==> src/scfg_pkg.sv <==
// Summary of operation
// - Before sending starts, the data pin floats whenever the chip select is high.
// - After the last stored bit is sent, the data pin floats again.
// - The data pin floats the same way whether the memory is first or later in a chain.
// - Alone or first in a chain, the memory drives the shift clock itself.
// - As a later chain member, the memory only listens to the shift clock pin.
// - Each rising shift clock edge steps the bit address and shows the next bit.
// - The address steps only with enable high, select low and bits left; with enable high it otherwise holds.
// - A clock-driving memory holds the shift clock low when done or while enable is low.
// - A low enable/reset level returns the bit address to its start.
// - A high enable/reset level lets the data pin drive and the address count.
// - Enable/reset falling low mid-transfer stops the clock generator at once, clock low.
// - A low chip select lets clock edges step the address and lets the data pin drive.
// - Select low when reset releases makes the memory the first chain member.
// - Select high when reset releases makes the memory a later chain member.
// - The cascade output goes low once the bit at the maximum bit address has been stepped out.
package scfg_pkg;
    // ----------------------------------------
    // Timing
    // ----------------------------------------
    localparam int CLK_MHZ = 200;
    localparam int SCLK_HALF_NS = 50;
    localparam int SCLK_HALF_CYC = (SCLK_HALF_NS * CLK_MHZ + 999) / 1000;
    localparam int DIV_W = $clog2(SCLK_HALF_CYC + 1);
    localparam logic [DIV_W-1:0] DIV_LOAD = DIV_W'(SCLK_HALF_CYC - 1);
    localparam logic [1:0] STRAP_WAIT = 2'h3;

    // ----------------------------------------
    // Storage defaults
    // ----------------------------------------
    localparam int WORD_W_DEF = 8;
    localparam int MEM_WORDS_DEF = 64;
    localparam int FIFO_DEPTH_DEF = 16;

    // ----------------------------------------
    // Transfer phases
    // ----------------------------------------
    typedef enum logic [2:0] {
        PH_IDLE = 3'b001,
        PH_SEND = 3'b010,
        PH_DONE = 3'b100
    } phase_t;
endpackage

==> src/serial_config_prom_output.sv <==
`timescale 1ns/1ps
module serial_config_prom_output
    import scfg_pkg::*;
#(
    parameter int WORD_W = WORD_W_DEF,
    parameter int MEM_WORDS = MEM_WORDS_DEF,
    parameter int FIFO_DEPTH = FIFO_DEPTH_DEF
) (
    input wire logic clk_i, // System clock
    input wire logic reset_i, // Synchronous reset
    input wire logic serial_shift_clock_i, // Shift clock pin level
    output logic serial_shift_clock_o, // Shift clock drive
    output logic serial_shift_clock_oe_o, // Shift clock enable
    output logic serial_data_o, // Serial data drive
    output logic serial_data_oe_o, // Serial data enable
    input wire logic enable_reset_i, // Enable/reset pin level
    output logic enable_reset_o, // Enable/reset drive level
    output logic enable_reset_oe_o, // Enable/reset pull low
    input wire logic select_in_n_i, // Chip select, low active
    output logic chain_next_select_n_o, // Cascade select, low active
    input wire logic prog_valid_i, // Store word request
    output logic prog_ready_o, // Store accepted
    input wire logic [$clog2(MEM_WORDS)-1:0] prog_addr_i, // Store word address
    input wire logic [WORD_W-1:0] prog_data_i // Store word data
);
    localparam int WADDR_W = $clog2(MEM_WORDS);
    localparam int BIDX_W = $clog2(WORD_W);
    localparam int TOTAL_BITS = MEM_WORDS * WORD_W;
    localparam int BADDR_W = $clog2(TOTAL_BITS);
    localparam logic [BADDR_W-1:0] LAST_BIT = BADDR_W'(TOTAL_BITS - 1);
    localparam logic [BIDX_W-1:0] LAST_IDX = BIDX_W'(WORD_W - 1);
    localparam logic [WADDR_W:0] WORD_COUNT = (WADDR_W+1)'(MEM_WORDS);

    // ----------------------------------------
    // Pin synchronisers
    // ----------------------------------------
    logic sclk_s1;
    logic sclk_s2;
    logic sclk_d;
    logic oe_s1;
    logic oe_s2;
    logic cs_s1;
    logic cs_s2;

    always_ff @(posedge clk_i) begin
        if (reset_i) begin
            sclk_s1 <= 1'b0;
            sclk_s2 <= 1'b0;
            sclk_d <= 1'b0;
            oe_s1 <= 1'b0;
            oe_s2 <= 1'b0;
            cs_s1 <= 1'b1;
            cs_s2 <= 1'b1;
        end else begin
            sclk_s1 <= serial_shift_clock_i;
            sclk_s2 <= sclk_s1;
            sclk_d <= sclk_s2;
            oe_s1 <= enable_reset_i;
            oe_s2 <= oe_s1;
            cs_s1 <= select_in_n_i;
            cs_s2 <= cs_s1;
        end
    end

    // Hold the shared enable/reset line low while in own reset
    assign enable_reset_o = 1'b0;
    assign enable_reset_oe_o = reset_i;

    // ----------------------------------------
    // Chain position strap
    // ----------------------------------------
    logic [1:0] strap_wait;
    logic first_member;

    wire strap_take = (strap_wait == 2'h1);

    always_ff @(posedge clk_i) begin
        if (reset_i) begin
            strap_wait <= STRAP_WAIT;
            first_member <= 1'b0;
        end else begin
            if (strap_wait != 2'h0) begin
                strap_wait <= strap_wait - 2'h1;
            end
            if (strap_take) begin
                first_member <= ~cs_s2;
            end
        end
    end

    wire strap_ready = (strap_wait == 2'h0);

    // ----------------------------------------
    // Configuration store
    // ----------------------------------------
    logic [WORD_W-1:0] mem [MEM_WORDS];
    phase_t phase;

    assign prog_ready_o = (phase == PH_IDLE) & ~oe_s2;

    always_ff @(posedge clk_i) begin
        if (prog_valid_i && prog_ready_o) begin
            mem[prog_addr_i] <= prog_data_i;
        end
    end

    // ----------------------------------------
    // Prefetch into word buffer
    // ----------------------------------------
    logic [WADDR_W:0] fetch_cnt;
    logic fifo_in_ready;
    logic fifo_out_valid;
    logic fifo_out_ready;
    logic [WORD_W-1:0] fifo_out_data;

    wire fetch_valid = oe_s2 & (fetch_cnt != WORD_COUNT);
    wire [WADDR_W-1:0] fetch_addr = fetch_cnt[WADDR_W-1:0];
    wire fetch_push = fetch_valid & fifo_in_ready;

    always_ff @(posedge clk_i) begin
        if (reset_i || !oe_s2) begin
            fetch_cnt <= '0;
        end else if (fetch_push) begin
            fetch_cnt <= fetch_cnt + 1'b1;
        end
    end

    word_fifo #(
        .WIDTH(WORD_W),
        .DEPTH(FIFO_DEPTH)
    ) u_fifo (
        .clk_i(clk_i),
        .reset_i(reset_i),
        .flush_i(~oe_s2),
        .in_valid_i(fetch_valid),
        .in_ready_o(fifo_in_ready),
        .in_data_i(mem[fetch_addr]),
        .out_valid_o(fifo_out_valid),
        .out_ready_i(fifo_out_ready),
        .out_data_o(fifo_out_data)
    );

    // ----------------------------------------
    // Enables and edge selection
    // ----------------------------------------
    logic [BADDR_W-1:0] bit_addr;
    logic [WORD_W-1:0] cur_word;
    logic word_valid;
    logic sclk_q;
    logic [DIV_W-1:0] div_cnt;

    wire done = (phase == PH_DONE);
    wire selected = ~cs_s2;
    wire count_en = oe_s2 & selected & ~done;
    wire run_clk = strap_ready & first_member & count_en & word_valid;
    wire div_zero = (div_cnt == '0);
    wire rise_int = div_zero & ~sclk_q & run_clk;
    wire rise_ext = sclk_s2 & ~sclk_d;
    wire rise = first_member ? rise_int : rise_ext;
    wire step = strap_ready & rise & count_en & word_valid;
    wire [BIDX_W-1:0] bit_idx = bit_addr[BIDX_W-1:0];
    wire word_end = step & (bit_idx == LAST_IDX);
    wire at_last = (bit_addr == LAST_BIT);

    assign fifo_out_ready = ~word_valid | word_end;

    // ----------------------------------------
    // Shift clock generator
    // ----------------------------------------
    always_ff @(posedge clk_i) begin
        if (reset_i || !oe_s2) begin
            sclk_q <= 1'b0;
            div_cnt <= DIV_LOAD;
        end else if (done) begin
            sclk_q <= 1'b0;
            div_cnt <= DIV_LOAD;
        end else if (!div_zero) begin
            div_cnt <= div_cnt - 1'b1;
        end else if (sclk_q || run_clk) begin
            sclk_q <= ~sclk_q;
            div_cnt <= DIV_LOAD;
        end
    end

    assign serial_shift_clock_o = sclk_q;
    assign serial_shift_clock_oe_o = strap_ready & first_member;

    // ----------------------------------------
    // Transfer phase and bit address
    // ----------------------------------------
    phase_t next_phase;

    always_comb begin
        next_phase = phase;
        case (phase)
            PH_IDLE: begin
                if (step) begin
                    next_phase = at_last ? PH_DONE : PH_SEND;
                end
            end
            PH_SEND: begin
                if (step && at_last) begin
                    next_phase = PH_DONE;
                end
            end
            PH_DONE: begin
                next_phase = PH_DONE;
            end
            default: begin
                next_phase = PH_IDLE;
            end
        endcase
    end

    always_ff @(posedge clk_i) begin
        if (reset_i || !oe_s2) begin
            phase <= PH_IDLE;
            bit_addr <= '0;
        end else begin
            phase <= next_phase;
            if (step && !at_last) begin
                bit_addr <= bit_addr + 1'b1;
            end
        end
    end

    // ----------------------------------------
    // Word register and data output
    // ----------------------------------------
    always_ff @(posedge clk_i) begin
        if (reset_i || !oe_s2) begin
            word_valid <= 1'b0;
            cur_word <= '0;
        end else if (fifo_out_valid && fifo_out_ready) begin
            word_valid <= 1'b1;
            cur_word <= fifo_out_data;
        end else if (word_end) begin
            word_valid <= 1'b0;
        end
    end

    always_ff @(posedge clk_i) begin
        if (reset_i) begin
            serial_data_o <= 1'b0;
        end else begin
            serial_data_o <= cur_word[bit_idx];
        end
    end

    // Last bit stays on the pin one cycle past the final rise
    logic done_q;

    always_ff @(posedge clk_i) begin
        if (reset_i || !oe_s2) begin
            done_q <= 1'b0;
        end else begin
            done_q <= done;
        end
    end

    // Same float rule in every chain position
    assign serial_data_oe_o = oe_s2 & selected & ~done_q;
    assign chain_next_select_n_o = ~done;
endmodule

==> src/word_fifo.sv <==
`timescale 1ns/1ps
module word_fifo #(
    parameter int WIDTH = 8,
    parameter int DEPTH = 16
) (
    input wire logic clk_i, // System clock
    input wire logic reset_i, // Synchronous reset
    input wire logic flush_i, // Drop all contents
    input wire logic in_valid_i, // Write request
    output logic in_ready_o, // Room for a word
    input wire logic [WIDTH-1:0] in_data_i, // Write data
    output logic out_valid_o, // Word available
    input wire logic out_ready_i, // Read accept
    output logic [WIDTH-1:0] out_data_o // Oldest word
);
    localparam int PTR_W = $clog2(DEPTH);

    logic [WIDTH-1:0] store [DEPTH];
    logic [PTR_W-1:0] wr_ptr;
    logic [PTR_W-1:0] rd_ptr;
    logic [PTR_W:0] fill;

    wire push = in_valid_i & in_ready_o;
    wire pop = out_valid_o & out_ready_i;

    assign in_ready_o = (fill != (PTR_W+1)'(DEPTH));
    assign out_valid_o = (fill != '0);
    assign out_data_o = store[rd_ptr];

    always_ff @(posedge clk_i) begin
        if (push) begin
            store[wr_ptr] <= in_data_i;
        end
    end

    always_ff @(posedge clk_i) begin
        if (reset_i || flush_i) begin
            wr_ptr <= '0;
            rd_ptr <= '0;
            fill <= '0;
        end else begin
            if (push) begin
                wr_ptr <= (wr_ptr == PTR_W'(DEPTH - 1)) ? '0 : wr_ptr + 1'b1;
            end
            if (pop) begin
                rd_ptr <= (rd_ptr == PTR_W'(DEPTH - 1)) ? '0 : rd_ptr + 1'b1;
            end
            if (push && !pop) begin
                fill <= fill + 1'b1;
            end else if (pop && !push) begin
                fill <= fill - 1'b1;
            end
        end
    end
endmodule

==> config.mk <==
export PLATFORM = sky130hd
export DESIGN_NAME = serial_config_prom_output
export DESIGN_NICKNAME = d
export VERILOG_FILES = /design/src/scfg_pkg.sv /design/src/serial_config_prom_output.sv /design/src/word_fifo.sv
export SDC_FILE = /design/constraint.sdc
export NUM_CORES = 1
export LEC_CHECK = 0
export BUFFER_PORTS_ARGS = -buffer_cell sky130_fd_sc_hd__buf_2
export CAP_MARGIN = 30
export CORE_MARGIN = 2
export CORE_UTILIZATION = 60
export DETAILED_ROUTE_END_ITERATION = 6
export GPL_ROUTABILITY_DRIVEN = 0
export PLACE_DENSITY = 0.76
export RECOVER_POWER = 25
export SYNTH_ARGS = -nofsm -noshare
export SYNTH_HDL_FRONTEND = slang
export SYNTH_SLANG_ARGS = --single-unit
==> constraint.sdc <==
create_clock -name clk_i -period 4.4 [get_ports clk_i]
set_input_delay 0.22 -clock clk_i [delete_from_list [all_inputs] [get_ports clk_i]]
set_output_delay 0.22 -clock clk_i [all_outputs]
set_load 0.005 [all_outputs]
# Word-level counts from Yosys, hierarchy flattened
# Memory sizes are Yosys's and may differ from the RTL's. A register that Yosys moved wholly into a read port is not among the register bits.
# Index checks and enable logic that the tools add are counted.
# word_totals
register_bits,50
ram_bits,640
inputBits,20
out_inout_bits,8
word_cells,112
memories,2
# op_classes
n_addsub,8
order_cmp,1
n_eq_ne,13
mux,21
bitwise_logic,25
reduce_logical,22
# mem_list
memory,depth,width,rd,rd_clocked_by_memory_dff,wr,line_no,source
mem,64,8,1,1,1,serial_config_prom_output.sv:96,logic [WORD_W-1:0] mem [MEM_WORDS];
u_fifo.store,16,8,1,1,1,word_fifo.sv:18,logic [WIDTH-1:0] store [DEPTH];
# ops
cell,n
bitwise AND 1 bit,17
two-way mux 4 bit,4
two-way mux 6 bit,2
two-way mux 5 bit,2
adder 9 x 1 -> 9 bit (second input constant),1
== test 9 bit (second input constant),1
two-way mux 3 bit,3
case mux 3 bit (3 select lines),1
adder 4 x 1 -> 4 bit (second input constant),2
== test 4 bit (second input constant),2
two-way mux 1 bit,8
adder 7 x 1 -> 7 bit (second input constant),1
!= test 7 bit (second input constant),1
inverter 1 bit,7
== test 3 bit (second input constant),2
logical AND 1 bit,6
nonzero test 2 bit,3
adder 5 x 1 -> 5 bit (second input constant),1
!= test 5 bit (second input constant),1
nonzero test 5 bit,1
subtractor 5 x 1 -> 5 bit (second input constant),1
logical NOT 1 bit,4
logical NOT 4 bit,1
less-than comparator 3 x 4 -> 1 bit (second input constant),1
other kinds (13),17

# Longest topological paths before layout
# logic_depth
word_depth,16
mapped_depth,16
ltp_nobuf,15

# Modules after synthesis
# A second synthesis with hierarchy kept.
# unflattened
hier_cells,1450
area_unflattened_um2,27714.1
# modules_own_cells
mod,instances,cells_each,area_per_inst_um2
serial_config_prom_output,1,1139,21939.8
word_fifo,1,311,5774.3

# Worst setup path before layout
# Ideal clock, no wire load.
# synth_timing
path_kind,flip-flop to flip-flop
startpoint,register u_fifo.fill[0]
endpoint,register u_fifo.fill[4]
setup_ns,0.128
arrival_time_ns,2.941
setup_slack_ns,1.331
path_stages_with_launch,15
n_path_buf,1
synth_period_minus_slack_ns,3.069
path_cell_list,dfxtp_1 > or4_1 > o2111ai_1 > o22ai_2 > buf_2 > inv_1 > ha_1 > inv_1 > ha_1 > nor2b_1 > o21a_1 > or3_1 > a21oi_1 > xnor2_1 > nor2_1
# synth_via
elab_chain_len,5
word_cells_on_any_way,13
cone_classes,add/sub (2); eq/ne (1); mux (2); bitwise (2); reduce/logical (6)
# synth_lines
item,line_no,source
from (decl),word_fifo.sv:21,logic [PTR_W:0] fill;
from (signal assigned),word_fifo.sv:49,fill <= fill + 1'b1;
from (signal assigned),word_fifo.sv:51,fill <= fill - 1'b1;
branches (longest 5 deep; another with subtractor 5 x 1 -> 5 bit),n/a,
# Parallel ways; which one is timed is not known. The select of a mux whose other input is x is not followed.
# A chain may end at the register's enable or synchronous reset.

# Worst setup path in the final report
# layout_timing
startpoint,register phase[0]
endpoint,memory mem[58][6] in the netlist's numbering (enable)
# layout_via
elab_chain_len,5
# layout_lines
item,line_no,source
from (decl),serial_config_prom_output.sv:97,phase_t phase;
from (signal assigned),serial_config_prom_output.sv:220,phase <= next_phase;
== test 3 x 1 -> 1 bit,serial_config_prom_output.sv:99,assign prog_ready_o = (phase == PH_IDLE) & ~oe_s2;
bitwise AND 1 bit,serial_config_prom_output.sv:99,
logical AND 1 bit,serial_config_prom_output.sv:102,if (prog_valid_i && prog_ready_o) begin
two-way mux 1 bit,serial_config_prom_output.sv:102,
two-way mux 1 bit (not written as such),serial_config_prom_output.sv:103,mem[prog_addr_i] <= prog_data_i;
to (decl),serial_config_prom_output.sv:96,
# Every way passes these cells.

==> impl_metrics.ini <==
[drt]
route.detailed.drc = 0
drtPass1Iterations = 5
route.layer.met1.wl_mm = 23.03
vias = 14150
met2WireLength_mm = 30.54
postRouteAntennaNets = 0
vias_per_cell = 6.486
wl_met3_mm = 4.276
drt_iter0_markers = 1766
drt-total-wl_mm = 59.97
routed.top_layer = met5
drt-wirelength-per-cell_um = 27.49

[critical_path]
worstPathArrival_ns = 3.63
crit_path_start_kind = flip-flop
critPathMaxFanout = 8
crit_type = reg2reg
crit_required_ns = 4.62
worstSetupEndpointType = flip-flop

[power_and_ir_drop]
powerDensity_nw_per_um2 = 437.2
power.leakage_nw = 9.559
peakVddDrop_uv = 417.8

[clock_tree]
cts_tree = yes
clockBufferDepth = 3
cts_buffers = 69
cts_setup_buffers = 0
clk_pin_slew_ns = 0.06
cts_root_buffer = clkbuf_16
clkLatencyLatePin_ns = 0.62
post_cts_resized = 0
clock_sink_count = 704
htree_levels = 3

[global_routing]
grt_usage_pct = 25.93
grt_max_degree = 65
grt_pass1_wl_mm = 89.95
grt-ovfl-total = 0
grt_pass1_vias = 14610
antenna_found_initial = 2

[synthesis]
synth_flop_cell = edfxtp_1
yosysSeqAreaShare_pct = 73.60
synth_cells = 1470
synth.avg_cell_area_um2 = 18.95
synth_area_leaders = edfxtp_1, mux4_2, dfxtp_1
syn_area_um2 = 27850
synth_edf_count = 640
netlist.area_leader.share_pct = 69.00
yosysWarnings = 0
ys_types = 60
yosysTopAreaCell = edfxtp_1
synth_nets = 1508
ys_ff_latch = 704
ys_async_sr_fraction_pct = 0

[die]
die_height_um = 219.5
ios = 28
die_w_um = 219.5
initial_core_util_pct = 61.11
rows = 78
fp.dieArea_um2 = 48160
core-area_um2 = 45580

[finish]
diodes = 0
drive_gt1_share_pct = 20.43
final_common_cell = edfxtp_1
final_cell_mix = edfxtp_1, mux4_2, nor2_1
fillers = 2726
area_growth_pct = 11.38
final_nets = 1573

[sta]
setup_tns_ns = 0
rsz0062_at_grt = no
period_needed_ns = 3.413
hold_slack_ns = 0.1949
slew_headroom_pct = -60.93
slew_violations = 263
worstMarginPinSlew_ns = 2.414
max_freq_mhz = 293.0
skew_ns = 0.02814
period_share_pct = 77.57
setup_viol = 0
finalHoldViolations = 0

[placement]
dp_hpwl_mm = 36.39
port_buffers = 26

[status]
violations = max-capacitance violations, max-slew violations
outcome = finished, violations left

[hold_path]
hold_class = in2reg

[run]
cap_violations = 6
[where the power goes]
part	switching (mW)	total (mW)	internal [mW]
combinational	0.168	0.227	0.0585
sequential	0.0123	7.31	7.30
clock	2.44	6.02	3.59
total	2.62	13.6	10.9
[path summary, 6_finish.rpt]
path / depth (start not counted) / slack, ns / end / start
max: 6 / 0.99 / mem[58][6] / phase[0]
min: 1 / 0.19 / mem[4][3] / prog_data_i[3]
max reg2reg: 6 / 0.99 / mem[58][6] / phase[0]
min reg2reg: 1 / 0.40 / cs_s2 / cs_s1
[layer usage]
metal  vias up  track usage [%]
li1       6057                -
met1      7303            34.12
met2       639            43.48
met3       146            5.038
met4         2            9.685
met5         -                0
[timing repair]
item | in CTS | in global routing
setup endpoints to repair | 0 | 0
endpoints found under the hold margin | 9 | 0
hold buffers | 6 | 0
[cells in the mapped netlist, drive strengths merged (8+ instances only)]
cell type,n
clkbuf,28
nor3b,8
a21oi,20
o22ai,26
nor2,120
nand3b,9
edfxtp,640
nand2,63
buf,52
nor2b,22
mux2,14
xor2,14
nand3,20
ha,17
mux2i,37
and3,15
mux4,157
inv,14
dfxtp,64
o21ai,27
[worst max-delay path: stages (launching register included)]
cell and delay [ns]:
dfxtp_1 0.34, nor2b_1 0.21, nor3b_1 0.66, nand2_1 0.11, nor2_1 0.24, nand3b_1 0.66, nor2_1 0.81
[flip-flops by register name (all words and copies together) (netlist names), 2 cells and up, named ones only]
register / cells
bit_addr: 9
cur_word: 8
div_cnt: 4
fetch_cnt: 7
mem: 512
phase: 3
strap_wait: 2
u_fifo.fill: 5
u_fifo.rd_ptr: 4
u_fifo.store: 128
u_fifo.wr_ptr: 4
[stage by stage]
stage | worst slack, ns | std cells | util (%) | total power [mW] | cell area (µm²)
final | 0.9870 | 2181 | 68.07 | 13.56 | 31020
after global placement | 1.060 | 2049 | 62.71 | 7.659 | 28580
after detailed placement | 1.069 | 2057 | 63.05 | 7.681 | 28730
after global routing | 0.7599 | 2181 | 68.07 | 13.88 | 31020
after CTS | 1.012 | 2180 | 68.22 | 13.63 | 31090
after floorplan | 1.331 | 1470 | - | 7.545 | 27850
[area by class of cell]
type | instances | area (µm²) | share of cell area (%)
inverters | 14 | 52.55 | 0.1694
clock inverters | 33 | 441.7 | 1.424
flip-flops and latches | 704 | 20510 | 66.11
repair buffers | 74 | 558.0 | 1.799
multi-input cells | 672 | 6854 | 22.09
well taps | 600 | 750.7 | 2.420
clock buffers | 84 | 1856 | 5.981
[cell families (layout without fill, tap and decap cells)]
group / count (synthesis) / after routing / synth area share (%)
simple gates: 303 / 303 / 5.288
fa+ha+maj: 18 / 18 / 0.8356
mux: 208 / 208 / 14.87
xor+xnor: 19 / 19 / 0.5975
other cells: 1 / 1 / 0.01346
buf+inv: 94 / 205 / 1.824
flops: 704 / 704 / 73.60
compound gates: 123 / 123 / 2.965
No activity file was read; power rests on OpenSTA's default activity.
